$ cat src/rtl/dct_pkg.sv
// Purpose: shared constants for the data clock timing chain and its processor end
// Assumes: one core clock at 125 MHz, oscillators arrive as slow pin levels
// Notes: divider counts, pulse positions and carrier steps live here
`default_nettype none
package dct_pkg;
  // ****************************************
  // divider ratios
  // ****************************************
  localparam logic [3:0] FINE_CHAIN_DIV = 4'ha;
  localparam logic [6:0] TICK_10K_DIV = 7'h64;
  localparam logic [3:0] TICK_1K_DIV = 4'ha;
  localparam logic [3:0] TICK_100_DIV = 4'ha;
  // ****************************************
  // bit period positions (ms division, 100 us step)
  // ****************************************
  localparam logic [3:0] HALF_STEP = 4'h5;
  localparam logic [3:0] BIT_START_DIV = 4'h0;
  localparam logic [3:0] CLAMP_REL_DIV = 4'h4;
  localparam logic [3:0] FINE_SAMPLE_DIV = 4'h5;
  localparam logic [3:0] END_SAMPLE_DIV = 4'h9;
  // ****************************************
  // processor side timing
  // ****************************************
  localparam logic [7:0] LOST_LIMIT = 8'hc8;
  localparam logic [7:0] CARRIER_MID = 8'h80;
  localparam logic [7:0] SPACE_OFFSET = 8'h60;
  // ****************************************
  // loop input selection
  // ****************************************
  typedef enum logic [1:0] {
    LOOP_OPEN,
    LOOP_FINE,
    LOOP_COARSE,
    LOOP_EXT
  } dct_loop_e;
  // stepwise sine level for one step of the 1 kHz carrier
  function automatic logic [7:0] sine_step(input logic [3:0] step);
    case (step)
      4'h0: sine_step = 8'h80;
      4'h1: sine_step = 8'hcb;
      4'h2: sine_step = 8'hf9;
      4'h3: sine_step = 8'hf9;
      4'h4: sine_step = 8'hcb;
      4'h5: sine_step = 8'h80;
      4'h6: sine_step = 8'h35;
      4'h7: sine_step = 8'h07;
      4'h8: sine_step = 8'h07;
      4'h9: sine_step = 8'h35;
      default: sine_step = 8'h80;
    endcase
  endfunction
endpackage
`default_nettype wire
$ cat src/rtl/dct_if.sv
// Purpose: link between the timing chain and the processor end
// Assumes: both ends on core_clk
// Notes: ticks are one-cycle pulses, selections are levels
`default_nettype none
interface dct_if;
  logic proc_clk;
  logic tick_1k;
  logic tick_100;
  logic [7:0] carrier_level;
  logic ext_present;
  dct_pkg::dct_loop_e loop_sel;
  logic coarse_sel;
  modport chain (
    output proc_clk,
    output tick_1k,
    output tick_100,
    output carrier_level,
    output ext_present,
    input loop_sel,
    input coarse_sel
  );
  modport cpu (
    input proc_clk,
    input tick_1k,
    input tick_100,
    input carrier_level,
    input ext_present,
    output loop_sel,
    output coarse_sel
  );
endinterface
`default_nettype wire

$ cat src/rtl/dct_chain.sv
// Purpose: data clock dividers, bit timing pulses and loop input switches
// Assumes: oscillator and reference pins far slower than core_clk
// Notes: every pin passes two flip-flops before use
`default_nettype none
module dct_chain (
  // clock and reset
  input wire logic core_clk,
  input wire logic rst_b,
  // oscillator and reference pins
  input wire logic fine_osc,
  input wire logic coarse_osc,
  input wire logic ext_ref,
  input wire logic ext_connected,
  // processor link
  dct_if.chain lnk,
  // analog board controls
  output logic fine_clamp,
  output logic fine_clamp_release_pulse,
  output logic fine_sample_pulse,
  output logic bit_start_pulse,
  output logic bit_end_sample_pulse,
  output logic fine_sw,
  output logic coarse_sw,
  output logic ext_sw,
  output logic ext_square,
  output logic ext_pd
);
  // ****************************************
  // pin synchronisers
  // ****************************************
  // pin order: fine, coarse, ext reference, ext connected
  wire [3:0] pin_raw;
  wire [3:0] pin_sync;
  logic [2:0] pin_p_q;
  assign pin_raw = {ext_connected, ext_ref, coarse_osc, fine_osc};
  for (genvar gi = 0; gi < 4; gi = gi + 1) begin : g_pin
    logic [1:0] sync_q;
    always_ff @(posedge core_clk or negedge rst_b) begin
      if (!rst_b) begin
        sync_q <= 2'h0;
      end else begin
        sync_q <= {sync_q[0], pin_raw[gi]};
      end
    end
    assign pin_sync[gi] = sync_q[1];
  end
  always_ff @(posedge core_clk or negedge rst_b) begin
    if (!rst_b) begin
      pin_p_q <= 3'h0;
    end else begin
      pin_p_q <= pin_sync[2:0];
    end
  end
  wire [2:0] pin_rise = pin_sync[2:0] & ~pin_p_q;
  wire fine_rise = pin_rise[0];
  wire coarse_rise = pin_rise[1];
  wire ext_rise = pin_rise[2];
  wire coarse_lvl = pin_sync[1];
  wire conn_lvl = pin_sync[3];
  // ****************************************
  // fine oscillator dividers
  // ****************************************
  logic fine_half_q;
  logic [3:0] fine_div_q;
  wire fine_div_end = fine_rise && (fine_div_q == dct_pkg::FINE_CHAIN_DIV - 4'h1);
  always_ff @(posedge core_clk or negedge rst_b) begin
    if (!rst_b) begin
      fine_half_q <= 1'b0;
      fine_div_q <= 4'h0;
    end else if (fine_rise) begin
      fine_half_q <= ~fine_half_q;
      fine_div_q <= fine_div_end ? 4'h0 : fine_div_q + 4'h1;
    end
  end
  // ****************************************
  // source selection
  // ****************************************
  wire src_tick = lnk.coarse_sel ? coarse_rise : fine_div_end;
  wire proc_clk_d = lnk.coarse_sel ? coarse_lvl : fine_half_q;
  // ****************************************
  // timing chain
  // ****************************************
  logic [6:0] div100_q;
  logic [3:0] step_q, msdiv_q;
  wire tick_10k = src_tick && (div100_q == dct_pkg::TICK_10K_DIV - 7'h1);
  wire tick_1k = tick_10k && (step_q == dct_pkg::TICK_1K_DIV - 4'h1);
  wire tick_100 = tick_1k && (msdiv_q == dct_pkg::TICK_100_DIV - 4'h1);
  always_ff @(posedge core_clk or negedge rst_b) begin
    if (!rst_b) begin
      div100_q <= 7'h0;
      step_q <= 4'h0;
      msdiv_q <= 4'h0;
    end else begin
      if (src_tick) begin
        div100_q <= tick_10k ? 7'h0 : div100_q + 7'h1;
      end
      if (tick_10k) begin
        step_q <= tick_1k ? 4'h0 : step_q + 4'h1;
      end
      if (tick_1k) begin
        msdiv_q <= tick_100 ? 4'h0 : msdiv_q + 4'h1;
      end
    end
  end
  // ****************************************
  // bit period pulse decode
  // ****************************************
  // step entering the half point of one ms division
  function automatic logic half_point(input logic [3:0] step, input logic [3:0] ms,
      input logic [3:0] want);
    half_point = (step == dct_pkg::HALF_STEP - 4'h1) && (ms == want);
  endfunction
  wire at_start = tick_10k && (step_q == dct_pkg::TICK_1K_DIV - 4'h1) &&
                  (msdiv_q == dct_pkg::TICK_100_DIV - 4'h1);
  wire at_release = tick_10k && half_point(step_q, msdiv_q, dct_pkg::CLAMP_REL_DIV);
  wire at_fsample = tick_10k && half_point(step_q, msdiv_q, dct_pkg::FINE_SAMPLE_DIV);
  wire at_end = tick_10k && half_point(step_q, msdiv_q, dct_pkg::END_SAMPLE_DIV);
  // ****************************************
  // loop input switches
  // ****************************************
  wire sel_fine = (lnk.loop_sel == dct_pkg::LOOP_FINE);
  wire sel_coarse = (lnk.loop_sel == dct_pkg::LOOP_COARSE);
  wire sel_ext = (lnk.loop_sel == dct_pkg::LOOP_EXT) && conn_lvl;
  // ****************************************
  // link outputs
  // ****************************************
  always_ff @(posedge core_clk or negedge rst_b) begin
    if (!rst_b) begin
      lnk.proc_clk <= 1'b0;
      lnk.tick_1k <= 1'b0;
      lnk.tick_100 <= 1'b0;
      lnk.carrier_level <= dct_pkg::CARRIER_MID;
      lnk.ext_present <= 1'b0;
    end else begin
      lnk.proc_clk <= proc_clk_d;
      lnk.tick_1k <= tick_1k;
      lnk.tick_100 <= tick_100;
      lnk.carrier_level <= dct_pkg::sine_step(step_q);
      lnk.ext_present <= conn_lvl;
    end
  end
  // ****************************************
  // bit period pulses
  // ****************************************
  always_ff @(posedge core_clk or negedge rst_b) begin
    if (!rst_b) begin
      fine_clamp <= 1'b1;
      fine_clamp_release_pulse <= 1'b0;
      fine_sample_pulse <= 1'b0;
      bit_start_pulse <= 1'b0;
      bit_end_sample_pulse <= 1'b0;
    end else begin
      if (at_start) begin
        fine_clamp <= 1'b1;
      end else if (at_release) begin
        fine_clamp <= 1'b0;
      end
      fine_clamp_release_pulse <= at_release;
      fine_sample_pulse <= at_fsample;
      bit_start_pulse <= at_start;
      bit_end_sample_pulse <= at_end;
    end
  end
  // ****************************************
  // loop switch outputs
  // ****************************************
  always_ff @(posedge core_clk or negedge rst_b) begin
    if (!rst_b) begin
      fine_sw <= 1'b0;
      coarse_sw <= 1'b0;
      ext_sw <= 1'b0;
    end else begin
      fine_sw <= sel_fine;
      coarse_sw <= sel_coarse;
      ext_sw <= sel_ext;
    end
  end
  // ****************************************
  // external reference detector
  // ****************************************
  always_ff @(posedge core_clk or negedge rst_b) begin
    if (!rst_b) begin
      ext_square <= 1'b0;
      ext_pd <= 1'b0;
    end else begin
      if (ext_rise) begin
        ext_square <= ~ext_square;
      end
      if (tick_10k) begin
        ext_pd <= 1'b1;
      end else if (ext_rise && !ext_square) begin
        ext_pd <= 1'b0;
      end
    end
  end
endmodule
`default_nettype wire

$ cat src/flat_wrapper.sv
// flat-port wrapper written by rule: the top's interface ports become plain ports
module dct_chain_flat 
  (core_clk, rst_b, fine_osc, coarse_osc, ext_ref, ext_connected, fine_clamp, fine_clamp_release_pulse, fine_sample_pulse, bit_start_pulse, bit_end_sample_pulse, fine_sw, coarse_sw, ext_sw, ext_square, ext_pd, lnk_proc_clk, lnk_tick_1k, lnk_tick_100, lnk_carrier_level, lnk_ext_present, lnk_loop_sel, lnk_coarse_sel);
  dct_if lnk_i ();
  input wire logic core_clk;
  input wire logic rst_b;
  input wire logic fine_osc;
  input wire logic coarse_osc;
  input wire logic ext_ref;
  input wire logic ext_connected;
  output logic fine_clamp;
  output logic fine_clamp_release_pulse;
  output logic fine_sample_pulse;
  output logic bit_start_pulse;
  output logic bit_end_sample_pulse;
  output logic fine_sw;
  output logic coarse_sw;
  output logic ext_sw;
  output logic ext_square;
  output logic ext_pd;
  output wire logic [$bits(lnk_i.proc_clk)-1:0] lnk_proc_clk;
  output wire logic [$bits(lnk_i.tick_1k)-1:0] lnk_tick_1k;
  output wire logic [$bits(lnk_i.tick_100)-1:0] lnk_tick_100;
  output wire logic [$bits(lnk_i.carrier_level)-1:0] lnk_carrier_level;
  output wire logic [$bits(lnk_i.ext_present)-1:0] lnk_ext_present;
  input wire logic [$bits(lnk_i.loop_sel)-1:0] lnk_loop_sel;
  input wire logic [$bits(lnk_i.coarse_sel)-1:0] lnk_coarse_sel;
  assign lnk_proc_clk = lnk_i.proc_clk;
  assign lnk_tick_1k = lnk_i.tick_1k;
  assign lnk_tick_100 = lnk_i.tick_100;
  assign lnk_carrier_level = lnk_i.carrier_level;
  assign lnk_ext_present = lnk_i.ext_present;
  assign lnk_i.loop_sel = lnk_loop_sel;
  assign lnk_i.coarse_sel = lnk_coarse_sel;
  dct_chain u_core (.core_clk(core_clk), .rst_b(rst_b), .fine_osc(fine_osc), .coarse_osc(coarse_osc), .ext_ref(ext_ref), .ext_connected(ext_connected), .lnk(lnk_i), .fine_clamp(fine_clamp), .fine_clamp_release_pulse(fine_clamp_release_pulse), .fine_sample_pulse(fine_sample_pulse), .bit_start_pulse(bit_start_pulse), .bit_end_sample_pulse(bit_end_sample_pulse), .fine_sw(fine_sw), .coarse_sw(coarse_sw), .ext_sw(ext_sw), .ext_square(ext_square), .ext_pd(ext_pd));
endmodule
$ cat config.mk
export PLATFORM = sky130hd
export DESIGN_NAME = dct_chain_flat
export DESIGN_NICKNAME = d
export VERILOG_FILES = /design/src/rtl/dct_pkg.sv /design/src/rtl/dct_if.sv /design/src/rtl/dct_chain.sv /design/src/flat_wrapper.sv
export SDC_FILE = /design/constraint.sdc
export NUM_CORES = 1
export LEC_CHECK = 0
export BUFFER_PORTS_ARGS = -buffer_cell sky130_fd_sc_hd__buf_2
export CAP_MARGIN = 20
export CELL_PAD_IN_SITES_DETAIL_PLACEMENT = 1
export CELL_PAD_IN_SITES_GLOBAL_PLACEMENT = 2
export CORE_MARGIN = 2
export CORE_UTILIZATION = 35
export DETAILED_ROUTE_END_ITERATION = 6
export PLACE_DENSITY_LB_ADDON = 0.12
export SLEW_MARGIN = 20
export SYNTH_ARGS = -nofsm -noshare
export SYNTH_HDL_FRONTEND = slang
export SYNTH_SLANG_ARGS = --single-unit
$ cat constraint.sdc
create_clock -name core_clk -period 1.9 [get_ports core_clk]
set_input_delay 0.285 -clock core_clk [delete_from_list [all_inputs] [get_ports core_clk]]
set_output_delay 0.285 -clock core_clk [all_outputs]
set_load 0.01 [all_outputs]
* Word level (Yosys, flattened, before mapping)
Memory sizes are Yosys's and may differ from the RTL's. A register that Yosys moved wholly into a read port is not among the register bits. Cells that the tools add are included.
Word-level totals: register bits 44, bits in read-only memories 128, bits of input ports 9, output and inout bits 22, logic and storage cells 68, memories kept 1
Memories:
- (name not given) | depth 16, width 8, rd ports 1, clocked after Yosys merged registers in 1, wr ports 0, line dct_pkg.sv:38 | case (step)
Operators by class: add/sub/neg operators 4, eq/ne operators 10, mux-type cells 10, bitwise gates (word level) 4, reductions and logical operators 16
Operator list (number):
- 4-bit by 1-bit adder with 4-bit output (second input constant) | 3
- 4-bit by 3-bit == test with 1-bit output (second input constant) | 3
- 4-bit == test (second input constant) | 3
- 1-bit logical AND | 12
- 4-bit 2-to-1 mux | 3
- 7-bit by 1-bit adder with 7-bit output (second input constant) | 1
- 7-bit == test (second input constant) | 1
- 7-bit 2-to-1 mux | 1
- 1-bit 2-to-1 mux | 6
- 2-bit == test (second input constant) | 2
- 2-bit nonzero test | 2
- 3-bit bitwise AND | 1
- 3-bit NOT | 1
- 2-bit by 1-bit == test with 1-bit output (second input constant) | 1
- 1-bit zero test | 2
- 1-bit NOT | 2

* Longest topological paths before layout
word-level depth 8, depth in mapped cells 7, depth with buffers taken out 6

* Worst setup path after synthesis
OpenSTA, ideal clock, no wires.
path type register to register, from register u_core.fine_div_q[1], to register u_core.msdiv_q[3], setup time 121 ps, arrival 1579 ps, required time 1779 ps, path slack 200 ps, stages on the path, launching flop included 8, path buffers 1, clock period less this slack 1700 ps, cell sequence dfrtp_1 inv_1 ha_1 nand3b_1 o31ai_4 buf_6 o2111ai_1 a22o_1
On the way: longest elaborated chain between the ends 7
RTL lines:
- start: declaration | line dct_chain.sv:64 | logic [3:0] fine_div_q;
- start signal: assignment | line dct_chain.sv:72 | fine_div_q <= fine_div_end ? 4'h0 : fine_div_q + 4'h1;
- 4-bit == test (*) | line dct_chain.sv:65 | wire fine_div_end = fine_rise && (fine_div_q == dct_pkg::FINE_CHAIN_DIV - 4'h1);
- 1-bit logical AND (*) | line dct_chain.sv:65
- 1-bit 2-to-1 mux (*) | line dct_chain.sv:78 | wire src_tick = lnk.coarse_sel ? coarse_rise : fine_div_end;
- 1-bit logical AND (*) | line dct_chain.sv:85 | wire tick_10k = src_tick && (div100_q == dct_pkg::TICK_10K_DIV - 7'h1);
- 1-bit logical AND (*) | line dct_chain.sv:86 | wire tick_1k = tick_10k && (step_q == dct_pkg::TICK_1K_DIV - 4'h1);
- 1-bit logical AND | line dct_chain.sv:87 | wire tick_100 = tick_1k && (msdiv_q == dct_pkg::TICK_100_DIV - 4'h1);
- 4-bit 2-to-1 mux | line dct_chain.sv:101 | msdiv_q <= tick_100 ? 4'h0 : msdiv_q + 4'h1;
- end signal: assignment | line dct_chain.sv:101
- end: declaration | line dct_chain.sv:84 | logic [3:0] step_q, msdiv_q;
Mark *: on every way between the ends. The rest lies on a longest branch, timed or not. A chain may end at the register's enable or synchronous reset.

* Worst setup path after layout
from register u_core.fine_div_q[1], to register u_core.div100_q[2]
On the way: longest elaborated chain between the ends 5
RTL lines:
- 4-bit == test (*) | line dct_chain.sv:65
- 1-bit logical AND (*) | line dct_chain.sv:65
- 1-bit 2-to-1 mux (*) | line dct_chain.sv:78
- 1-bit logical AND | line dct_chain.sv:85
- 7-bit 2-to-1 mux | line dct_chain.sv:95 | div100_q <= tick_10k ? 7'h0 : div100_q + 7'h1;
- end signal: assignment | line dct_chain.sv:95
- end: declaration | line dct_chain.sv:83 | logic [6:0] div100_q;
Marks and branches as above.

==> metrics.csv <==
metric,value,unit
status,"finished, final reports clean",
syn_nets,210,
cap_violations,0,
diodes,0,
required,2140,ps
r2r_slack,80,ps
reg2reg_to,u_core.div100_q[2],
whs_endpoint,u_core.g_pin[3].sync_q[0],
mostFrequentLayoutCell,dfrtp_1,
r2r-start,u_core.fine_div_q[1],
yosysWarnings,0,
ys.flop_type,dfrtp_1,
ios,31,
use_met3,3.181,%
avgViaCountPerCell,4.899,
holdPathStages,1,
fillers,654,
final_layout_size_suffix_gt1_share,28.88,%
die_x,83.39,um
design.die.area,6954,um^2
clkTransAtPathRegs,90,ps
first_global_vias,1631,
critPathLaunchType,flip-flop,
h-tree-depth,2,
top_usage_layer,met2,
vdd_ir_drop_max,0.4273,mV
drc,0,
tightest_slew,582.2,ps
critPathMaxStageDelay,420,ps
grtUsageMet1,17.54,%
critPathArrivalTime,2050,ps
num_rows,28,
final_cell_mix,"dfrtp_1 (48), buf_2 (30), nand2_1 (18)",
maxClockFrequency,549.7,MHz
hold_violations,0,
slew_viol_final,0,
cts-root-buf,clkbuf_8,
drtAntennaViolNets,0,
numCtsBuffers,5,
async_reset_ff_share,100.0,%
cp_max_fo,7,
relSlewSlack,61.19,%
crit_path_end_kind,flip-flop,
power.total,2.484,mW
dp_hpwl,3340,um
power_leakage,1.292,nW
syn_area_per_cell,11.61,um^2
regArea,1254,um^2
grtUsageTotal,13.77,%
path_class,flip-flop to flip-flop,
critPathTopFamily,compound AO/OA/AOI/OAI gates,
finalCoreUtilization,44.11,%
antenna_found_initial,0,
dr.pass1.iters,4,
min_period,1819,ps
path_cells,inv_1 -> ha_2 -> nand3b_1 -> o31a_1 -> or3_1 -> a21boi_2,
clock-sinks,50,
start_util,36.82,%
clock_path_buffers,2,
drt_iter0_drc,24,
min_period_over_period,95.75,%
worst-path-buf-inv,1,
layout.nets,251,
routedWlPerCell,14.91,um
finalWeightedCongestion,0.8148,
clk_latency,300,ps
grtUsageMet2,23.53,%
multi_input_area,873.3,um^2
hold_path.class,input pin to flip-flop,
grt_max_degree,28,
grt_pass1_wl,7817,um
cts_tree,built,
finalSetupViolations,0,
startpoint,u_core.fine_div_q[1],
io_buffers,30,
routed_wl,4577,um
finClkSkew,1.785,ps
yosysSeqAreaShare,56.83,%
worst_path_max_delay_cell,dfrtp_1,
ys_seq_elements,50,
syn2layout_area_growth,19.80,%
netlist_instances,190,
core-area,5991,um^2
synth_edf_count,0,
reg2reg_depth,6,
grt_overflow_total,0,
cellPowerDensity,940.1,nW/um^2
netlist_area,2206,um^2
hp-start,ext_connected,
yosysUniqueCellTypes,40,
die_y,83.39,um
vias,1504,
==> worst max-delay path by stage <==
stage	to	slack (ps)	cells after the start
6_report	u_core.div100_q[2]	80	6
5_1_grt	u_core.fine_clamp	-10	8
4_1_cts	u_core.fine_clamp	10	7
3_5_place_dp	u_core.fine_clamp	40	7
3_3_place_gp	u_core.fine_clamp	120	7
2_1_floorplan	u_core.msdiv_q[3]	200	7
==> flip-flops by register name, indices dropped and copies added (netlist names), 3 cells and up <==
signal	cells
u_core.div100_q	7
u_core.fine_div_q	4
u_core.g_pin.sync_q	8
u_core.lnk.carrier_level	6
u_core.msdiv_q	4
u_core.pin_p_q	3
u_core.step_q	4
==> cells in the mapped netlist (3+ instances only) <==
| master | n | area (um^2) |
|---|---|---|
| a21oi_1 | 4 | 20.02 |
| and3_1 | 3 | 18.77 |
| buf_2 | 3 | 15.01 |
| buf_4 | 3 | 22.52 |
| dfrtp_1 | 48 | 1201 |
| ha_1 | 11 | 137.6 |
| inv_1 | 11 | 41.29 |
| mux2_2 | 3 | 33.78 |
| mux2i_1 | 4 | 40.04 |
| nand2_1 | 18 | 67.56 |
| nand2b_1 | 4 | 25.02 |
| nand3_1 | 6 | 30.03 |
| nand3b_1 | 4 | 30.03 |
| nand4_1 | 3 | 18.77 |
| nor2_1 | 9 | 33.78 |
| nor2b_1 | 4 | 25.02 |
| nor3_1 | 6 | 30.03 |
| o21ai_0 | 11 | 55.05 |
| o31ai_1 | 5 | 37.54 |
| xnor2_1 | 4 | 35.03 |
==> cells by family (layout without fill, tap and decap cells) <==
| group | Yosys count | after routing | synth area share (%) |
|---|---|---|---|
| XOR/XNOR | 4 | 4 | 1.588 |
| AO/OA/AOI/OAI | 34 | 34 | 10.61 |
| AND/OR/NAND/NOR | 63 | 63 | 15.43 |
| multiplexers | 9 | 9 | 4.708 |
| flip-flops | 50 | 50 | 56.83 |
| adder cells (fa/ha/maj) | 11 | 11 | 6.239 |
| buffers and inverters | 19 | 61 | 4.594 |
==> metrics by stage <==
stage / instance area (um^2) / instances / worst slack [ps] / hold slack [ps] / setup TNS, ps
2_1_floorplan: 2206 / 190 / 200.0 / -10.59 / 0
3_3_place_gp: 2462 / 295 / 121.0 / 307.1 / 0
3_5_place_dp: 2462 / 295 / 36.41 / 320.2 / 0
4_1_cts: 2586 / 304 / 14.62 / 73.31 / 0
5_1_grt: 2643 / 307 / -11.90 / 64.07 / -12.10
6_report: 2643 / 307 / 80.68 / 84.04 / 0
==> cell type report <==
| cell class | instances | share of cell area (%) |
|---|---|---|
| Sequential cell | 50 | 47.44 |
| Multi-Input combinational cell | 121 | 33.05 |
| Timing Repair Buffer | 42 | 10.09 |
| Tap cell | 75 | 3.551 |
| Clock buffer | 5 | 2.604 |
| Clock inverter | 3 | 1.705 |
| Inverter | 11 | 1.563 |
==> per-layer routing <==
metal,vias to the layer above,part of all wire (%),wire length (um)
li1,734,-,-
met1,737,46,2096
met2,28,49,2255
met3,5,3.9,178
met4,0,1.0,46
met5,-,0,0
==> power breakdown <==
part / switching (mW) / internal [mW]
clock: 0.354 / 0.392
combinational: 0.217 / 0.206
sequential: 0.123 / 1.19
==> timing repair <==
item | in CTS | in global routing
setup buffers | 0 | 3
hold endpoints to repair | 21 | 0
gates resized for setup | 0 | 9
hold buffers | 1 | 0
endpoints found under the setup margin | 0 | 17
Power figures use the tool's default switching activity.
